<file path="config.mk">
export PLATFORM = sky130hd
export DESIGN_NAME = sbrg_top
export DESIGN_NICKNAME = d
export VERILOG_FILES = /design/src/sbrg_top.v /design/src/sbrg_ext_sync.v
export VERILOG_INCLUDE_DIRS = /design/src /design/src/src
export SDC_FILE = /design/constraint.sdc
export NUM_CORES = 1
export LEC_CHECK = 0
export BUFFER_PORTS_ARGS = -buffer_cell sky130_fd_sc_hd__clkbuf_2
export CAP_MARGIN = 20
export CELL_PAD_IN_SITES_DETAIL_PLACEMENT = 1
export CELL_PAD_IN_SITES_GLOBAL_PLACEMENT = 1
export CORE_MARGIN = 2
export CORE_UTILIZATION = 40
export CTS_BUF_LIST = sky130_fd_sc_hd__clkbuf_4 sky130_fd_sc_hd__clkbuf_8
export CTS_CLUSTER_SIZE = 12
export DETAILED_ROUTE_END_ITERATION = 6
export PLACE_DENSITY = 0.77
export SLEW_MARGIN = 20
export SYNTH_ARGS = -nofsm -noshare
export SYNTH_HDL_FRONTEND = slang
export SYNTH_HIERARCHICAL = 1
export SYNTH_SLANG_ARGS = --single-unit
</file>
<file path="constraint.sdc">
create_clock -name core_clk -period 8.85 [get_ports core_clk]
set_input_delay 1.77 -clock core_clk [delete_from_list [all_inputs] [get_ports core_clk]]
set_output_delay 1.77 -clock core_clk [all_outputs]
set_load 0.01 [all_outputs]
</file>
<file path="src/sbrg_defines.vh">
`ifndef SBRG_DEFINES_VH
`define SBRG_DEFINES_VH

// clock source select codes
`define SBRG_SRC_MCK 2'h0
`define SBRG_SRC_MCKDIV 2'h1
`define SBRG_SRC_EXT 2'h3
// fixed master clock prescale factor
`define SBRG_MCK_DIV 4'h8
`define SBRG_MCK_DIV_W 4
// divisor width and reset value
`define SBRG_CD_W 16
`define SBRG_CD_RST 16'h0000
// oversampling factors, async mode
`define SBRG_OVS8 5'h08
`define SBRG_OVS16 5'h10
// spi clock floor: master clock / 4
`define SBRG_SPI_MIN_DIV 16'h0004
// operating modes
`define SBRG_MODE_ASYNC 2'h0
`define SBRG_MODE_SYNC 2'h1
`define SBRG_MODE_SPI 2'h2

`endif

</file>
<file path="src/sbrg_top.v">
`timescale 1ns/1ps
`include "sbrg_defines.vh"

// Contract
// - source select picks master clock, master clock over 8, or external pin
// - selected clock divided by 16-bit counter loaded from divisor value
// - divisor zero stops all sampling and bit clock pulses, except external source in sync or spi, which passes undivided
// - divisor one bypasses divider, selected clock passes undivided, except spi with internal source, floored to divisor 4
// - async: divided clock is the receiver sampling clock
// - async: bit clock is sampling clock over 8 if oversample set, else 16
// - async bit rate is selected clock over 8*(2-over)*divisor
// - spi: receive pin is master-in when master, master-out when slave
// - spi slave: clear-to-send input is the slave select
// - spi master: request-to-send output drives slave select
// - spi serial clock from an internal source no faster than master clock over four
// - clock gating resumes from exactly the held state
// - configuration accepted while peripheral clock is gated
// - sync or spi with internal source: bit clock is selected clock over the effective divisor only
// - source 3 is external pin; sync mode uses it undivided
module sbrg_top (
    input wire core_clk,
    input wire rst,
    input wire clk_gate_en,
    input wire cfg_wr,
    input wire [1:0] clock_source_select_in,
    input wire [`SBRG_CD_W-1:0] divisor_value_in,
    input wire over_in,
    input wire [1:0] mode_in,
    input wire spi_master_in,
    input wire ext_clk_in,
    input wire rxd_in,
    input wire cts_n_in,
    input wire tx_data_in,
    input wire rx_mosi_from_core,
    input wire slave_sel_req,
    output reg sample_tick,
    output reg bit_tick,
    output reg txd_out,
    output reg rts_n_out,
    output reg rx_data_out,
    output reg slave_select_n_out
);
    reg [1:0] src_reg;
    reg [`SBRG_CD_W-1:0] cd_reg;
    reg over_reg;
    reg [1:0] mode_reg;
    reg master_reg;
    reg [`SBRG_MCK_DIV_W-1:0] pre_reg;
    reg [`SBRG_CD_W-1:0] cnt_reg;
    reg [4:0] ovs_reg;
    wire ext_rise;
    reg src_tick;
    reg div_tick;
    reg [`SBRG_CD_W-1:0] cd_eff;
    wire is_async;
    wire is_spi;
    wire ext_direct;
    reg [4:0] ovs_max;
    wire pre_wrap;
    wire cnt_reload;
    wire ovs_wrap;
    wire spi_floor;
    wire spi_slave;
    wire spi_master;
    reg [1:0] div_mode;

    localparam DIV_OFF = 2'h0;
    localparam DIV_PASS = 2'h1;
    localparam DIV_COUNT = 2'h2;
    localparam DIV_DIRECT = 2'h3;

    sbrg_ext_sync u_sync (
        .core_clk(core_clk),
        .rst(rst),
        .ext_clk_in(ext_clk_in),
        .ext_rise(ext_rise)
    );

    assign is_async = (mode_reg == `SBRG_MODE_ASYNC);
    assign is_spi = (mode_reg == `SBRG_MODE_SPI);
    assign ext_direct = (src_reg == `SBRG_SRC_EXT) && !is_async;
    assign spi_slave = is_spi && !master_reg;
    assign spi_master = is_spi && master_reg;
    assign pre_wrap = (pre_reg == `SBRG_MCK_DIV - 4'h1);
    // a shrunken divisor must not run down from the old, larger count
    assign cnt_reload = (cnt_reg <= 16'h0001) || (cnt_reg > cd_eff);
    assign ovs_wrap = (ovs_reg >= ovs_max);
    // spi with internal source never faster than master clock / 4
    assign spi_floor = is_spi
        && (src_reg != `SBRG_SRC_EXT)
        && (cd_reg != 16'h0000)
        && (cd_reg < `SBRG_SPI_MIN_DIV);

    // last oversample count before the bit tick
    always @* begin
        if (over_reg) begin
            ovs_max = `SBRG_OVS8 - 5'h01;
        end else begin
            ovs_max = `SBRG_OVS16 - 5'h01;
        end
    end

    // config fields; writes need no gate enable
    always @(posedge core_clk) begin
        if (rst) begin
            src_reg <= `SBRG_SRC_MCK;
        end else if (cfg_wr) begin
            src_reg <= clock_source_select_in;
        end
    end

    always @(posedge core_clk) begin
        if (rst) begin
            cd_reg <= `SBRG_CD_RST;
        end else if (cfg_wr) begin
            cd_reg <= divisor_value_in;
        end
    end

    always @(posedge core_clk) begin
        if (rst) begin
            over_reg <= 1'b0;
        end else if (cfg_wr) begin
            over_reg <= over_in;
        end
    end

    always @(posedge core_clk) begin
        if (rst) begin
            mode_reg <= `SBRG_MODE_ASYNC;
        end else if (cfg_wr) begin
            mode_reg <= mode_in;
        end
    end

    always @(posedge core_clk) begin
        if (rst) begin
            master_reg <= 1'b0;
        end else if (cfg_wr) begin
            master_reg <= spi_master_in;
        end
    end

    // source tick select
    always @* begin
        case (src_reg)
            `SBRG_SRC_MCK: src_tick = 1'b1;
            `SBRG_SRC_MCKDIV: src_tick = pre_wrap;
            `SBRG_SRC_EXT: src_tick = ext_rise;
            default: src_tick = 1'b0;
        endcase
    end

    // effective divisor after the spi floor
    always @* begin
        cd_eff = cd_reg;
        if (spi_floor) begin
            cd_eff = `SBRG_SPI_MIN_DIV;
        end
    end

    // divider class: off, bypass, counting, or external direct
    always @* begin
        if (ext_direct) begin
            div_mode = DIV_DIRECT;
        end else if (cd_eff == 16'h0000) begin
            div_mode = DIV_OFF;
        end else if (cd_eff == 16'h0001) begin
            div_mode = DIV_PASS;
        end else begin
            div_mode = DIV_COUNT;
        end
    end

    always @* begin
        case (div_mode)
            DIV_OFF: div_tick = 1'b0;
            DIV_PASS: div_tick = src_tick;
            DIV_COUNT: div_tick = src_tick && (cnt_reg == 16'h0001);
            DIV_DIRECT: div_tick = src_tick;
            default: div_tick = 1'b0;
        endcase
    end

    // free-running master clock prescaler; prescaler, divisor and oversample counters hold while gated
    always @(posedge core_clk) begin
        if (rst) begin
            pre_reg <= 4'h0;
        end else if (clk_gate_en && pre_wrap) begin
            pre_reg <= 4'h0;
        end else if (clk_gate_en) begin
            pre_reg <= pre_reg + 4'h1;
        end
    end

    // divisor down-counter
    always @(posedge core_clk) begin
        if (rst) begin
            cnt_reg <= 16'h0000;
        end else if (clk_gate_en && src_tick) begin
            if (cnt_reload) begin
                cnt_reg <= cd_eff;
            end else begin
                cnt_reg <= cnt_reg - 16'h0001;
            end
        end
    end

    // oversample counter, async only
    always @(posedge core_clk) begin
        if (rst) begin
            ovs_reg <= 5'h00;
        end else if (clk_gate_en) begin
            if (!is_async) begin
                ovs_reg <= 5'h00;
            end else if (div_tick && ovs_wrap) begin
                ovs_reg <= 5'h00;
            end else if (div_tick) begin
                ovs_reg <= ovs_reg + 5'h01;
            end
        end
    end

    // registered sampling tick
    always @(posedge core_clk) begin
        if (rst) begin
            sample_tick <= 1'b0;
        end else if (clk_gate_en) begin
            sample_tick <= div_tick && is_async;
        end else begin
            sample_tick <= 1'b0;
        end
    end

    // registered bit tick
    always @(posedge core_clk) begin
        if (rst) begin
            bit_tick <= 1'b0;
        end else if (!clk_gate_en) begin
            bit_tick <= 1'b0;
        end else if (is_async) begin
            bit_tick <= div_tick && ovs_wrap;
        end else begin
            bit_tick <= div_tick;
        end
    end

    // receive pin: data in for every role
    always @(posedge core_clk) begin
        if (rst) begin
            rx_data_out <= 1'b1;
        end else begin
            rx_data_out <= rxd_in;
        end
    end

    // transmit pin: master-out in spi master, else transmit data
    always @(posedge core_clk) begin
        if (rst) begin
            txd_out <= 1'b1;
        end else if (spi_master) begin
            txd_out <= rx_mosi_from_core;
        end else begin
            txd_out <= tx_data_in;
        end
    end

    // clear-to-send becomes slave select in spi slave
    always @(posedge core_clk) begin
        if (rst) begin
            slave_select_n_out <= 1'b1;
        end else if (spi_slave) begin
            slave_select_n_out <= cts_n_in;
        end else begin
            slave_select_n_out <= 1'b1;
        end
    end

    // request-to-send drives slave select in spi master
    always @(posedge core_clk) begin
        if (rst) begin
            rts_n_out <= 1'b1;
        end else if (spi_slave) begin
            rts_n_out <= 1'b1;
        end else begin
            rts_n_out <= ~slave_sel_req;
        end
    end
endmodule

</file>
<file path="src/sbrg_ext_sync.v">
`timescale 1ns/1ps

// brings the external serial clock pin into core_clk, flags rising edges
module sbrg_ext_sync (
    input wire core_clk,
    input wire rst,
    input wire ext_clk_in,
    output reg ext_rise
);
    reg sync1_reg;
    reg sync2_reg;
    reg last_reg;

    always @(posedge core_clk) begin
        if (rst) begin
            sync1_reg <= 1'b0;
            sync2_reg <= 1'b0;
            last_reg <= 1'b0;
            ext_rise <= 1'b0;
        end else begin
            sync1_reg <= ext_clk_in;
            sync2_reg <= sync1_reg;
            last_reg <= sync2_reg;
            ext_rise <= sync2_reg & ~last_reg;
        end
    end
endmodule

</file>
==> summary.txt <==
Status
  • Result of the run: complete, no violations

Floorplan
  • Overall die height: 94.1 um
  • Die width: 94.1 um
  • # IOs: 38
  • Overall die area: 8860 sq um
  • Starting density of the core: 0.416
  • Core outline area: 7810 sq um
  • Number of core rows: 32

Critical path
  • Classification of the worst setup path: flop to flop
  • Critical Path AT: 3830 ps
  • CP required: 9110 ps
  • Cell Chain, Critical Path: nor4_1, and4_1, o2111ai_1, and2_1, ha_1, nand4_1, or4_1, and3_1, a211oi_2, buf_4, mux2_4, a211oi_2
  • Buffering stage count on the worst path with inverters included: 1
  • Critical path launch point type: flop
  • Slowest stage cell on the critical path: sky130_fd_sc_hd__or4_1
  • Sort of element at the end of the critical path: flop
  • Reg-to-reg startpoint: cd_reg[2]
  • Stage delay of the slowest cell on the critical path: 420 ps
  • Critical path's top delay family: simple AND/OR/NAND/NOR gates
  • Start point of the critical path: cd_reg[2]
  • Most frequent CP cell: sky130_fd_sc_hd__a211oi_2
  • Peak fanout along the critical path: 30
  • R2R setup slack: 5290 ps

Timing
  • Hold Fails Final Rpt: 0
  • Transition time at the pin with the least slew margin: 793 ps
  • Setup total negative slack: 0 ps
  • Max-Slew Margin vs Limit: 0.466
  • Share of the clock period used by the worst path: 0.403
  • RSZ-0062 raised after global routing: false
  • Setup-failing EPs final: 0
  • Worst clock skew on the final layout: 7.46 ps
  • Final period demand of the worst path: 3560 ps
  • Slew Viols, Final: 0
  • Slack of the critical path: 5290 ps
  • Peak Freq: 0.281 GHz

Power and ir drop
  • Power per standard cell area: 305 nW/um^2
  • Cell Int Power: 653 uW
  • Switching power of the nets: 481 uW
  • Share of power burned in the clock network: 0.221
  • Combinational share of power: 0.475
  • Relative contribution of sequential cells to total power: 0.304
  • Leakage component of the power: 0.00156 uW
  • Largest voltage drop on the vdd net: 0.184 mV
  • Switch share: 0.424

Cells and area
  • Area of the multi-input gates: 1960 sq um
  • Storage element area: 1140 sq um
  • Commonest cells after routing, fill and taps aside: sky130_fd_sc_hd__dfxtp_1, sky130_fd_sc_hd__nor2_1, sky130_fd_sc_hd__clkbuf_2, sky130_fd_sc_hd__mux2i_1, sky130_fd_sc_hd__nand2_1
  • Final-stage net count: 465
  • Filler instances: 953
  • Antenna cell count: 0
  • Most common cell after layout, fill and taps aside: sky130_fd_sc_hd__dfxtp_1
  • P&R area growth vs syn: 14.4%
  • Layout cell share with drive strength beyond 1: 0.165

Global route
  • Pin count of the biggest net entering global routing: 62
  • Number of global-route vias before repair: 3001
  • Total global routing overflow: 0
  • Global-route usage over all layers: 0.218
  • Wire length of the first global-routing pass: 15000 um
  • Initial antenna violation count: 0

Placement
  • DP Worst Slack: 5320 ps
  • Detailed placement HPWL: 6360 um
  • Number of port buffers: 37
  • Routability cong.: 0.799

Synthesis
  • Synth warn: 6
  • Share of the yosys chip area belonging to registers: 0.351
  • Area share of the leading cell type in the synthesized netlist: 0.351
  • Most area-consuming cells after synthesis: sky130_fd_sc_hd__dfxtp_1, sky130_fd_sc_hd__ha_1, sky130_fd_sc_hd__mux2i_1
  • Async SR Flop Fraction: 0
  • Post-Syn Instances: 377
  • Count of distinct cell types in the synthesized netlist: 65
  • Area of the mapped netlist: 3250 sq um
  • Avg Inst Size Synth: 8.62 sq um
  • FF+latch count, synth: 57
  • Main synth FF type: sky130_fd_sc_hd__dfxtp_1
  • Net count of the mapped netlist: 430
  • Cell type with the highest aggregate area in the netlist: sky130_fd_sc_hd__dfxtp_1
  • Number of enable-type register cells in the synthesized netlist: 0

Clocking
  • Clk sink count: 57
  • CTS clock-pin slew for the worst setup and hold paths: 70 ps
  • CTS tree: yes
  • Number of buffers inserted during clock tree synthesis: 9
  • Clk root buf: sky130_fd_sc_hd__clkbuf_8
  • Clock latency on the worst-skew pair: 340 ps
  • Count of hold buffers inserted by post-cts repair: 0
  • Setup Buffers After CTS: 0
  • Deepest clock path buffer count: 2
  • H-tree depth: 3
  • Count of cells resized by post-cts repair: 0

Routing
  • Number of vias per cell: 5.68
  • Iteration count of the initial detailed-routing pass: 4
  • Average routed wire per standard cell: 17.1 um
  • DRC violations left: 0
  • Vias post-DR: 2947
  • Count of routing violations after the opening detailed-route iteration: 178
  • WL final: 8850 um
  • Number of nets still failing antenna checks after routing: 0

Min path
  • Hold crit path type: flop to flop
  • Hold Crit Start: u_sync/last_reg

Flow run
  • Max-cap violations: 0
==> cell usage after synthesis, drive strengths merged, types with 3 or more instances <==
cell type and number:
o211ai 6, nand2 23, mux2 3, or3 11, nor4 10, inv 20
o211a 3, nand4 6, or2 3, and3 4, nor2b 10, and2 7
ha 21, a31oi 9, nand2b 7, clkbuf 10, nand3 7, mux2i 26
o2111ai 3, buf 7, or4 5, a21oi 13, nor2 43, a211oi 3
nor3 11, dfxtp 57, o21ai 12, nor3b 3
==> power by group through the flow <==
stage | Sequential (uW) | Combinational [uW] | Clock, uW
after floorplan | 333 | 427 | 0
after global placement | 347 | 508 | 0
after detailed placement | 350 | 527 | 0
after CTS | 344 | 533 | 256
after global routing | 352 | 597 | 268
final | 345 | 538 | 250
==> metal layers <==
| layer | share of wire | wire length, um | track usage |
|---|---|---|---|
| met5 | 0 | 0 | 0 |
| met4 | 0.015 | 134 | 0.0700 |
| met3 | 0.046 | 411 | 0.0417 |
| met2 | 0.46 | 4100 | 0.344 |
| met1 | 0.47 | 4200 | 0.298 |
==> metrics by stage <==
stage	hold WS, ps	total power (uW)	utilization	area [sq um]	std cells
3_5_place_dp	402	877	0.451	3520	503
4_1_cts	415	1130	0.476	3720	519
5_1_grt	433	1220	0.476	3720	519
6_report	411	1130	0.476	3720	519
3_3_place_gp	396	855	0.451	3520	503
2_1_floorplan	387	760	-	3250	377
==> worst paths after layout <==
| check | cells past startpoint | endpoint |
|---|---|---|
| worst min register to register | 1 | u_sync/ext_rise |
| worst max-delay path | 12 | cnt_reg[1] |
| worst min-delay path | 1 | u_sync/ext_rise |
| worst max register to register | 12 | cnt_reg[1] |
==> cell families after synthesis <==
kind of cell / Yosys count / synth area share
multiplexers: 29 / 0.0916
flip-flops: 57 / 0.351
XOR/XNOR: 3 / 0.00808
buffers and inverters: 37 / 0.0458
AO/OA/AOI/OAI: 72 / 0.163
adder cells (fa/ha/maj): 21 / 0.0808
AND/OR/NAND/NOR: 158 / 0.259
==> layout make-up <==
| type | count | area share |
|---|---|---|
| Multi-Input combinational cell | 283 | 0.527 |
| Sequential cell | 57 | 0.307 |
| Inverter | 20 | 0.0202 |
| Clock inverter | 6 | 0.0185 |
| Tap cell | 102 | 0.0343 |
| Timing Repair Buffer | 41 | 0.0579 |
| Clock buffer | 10 | 0.0353 |
No activity file was read; power rests on OpenSTA's default activity.
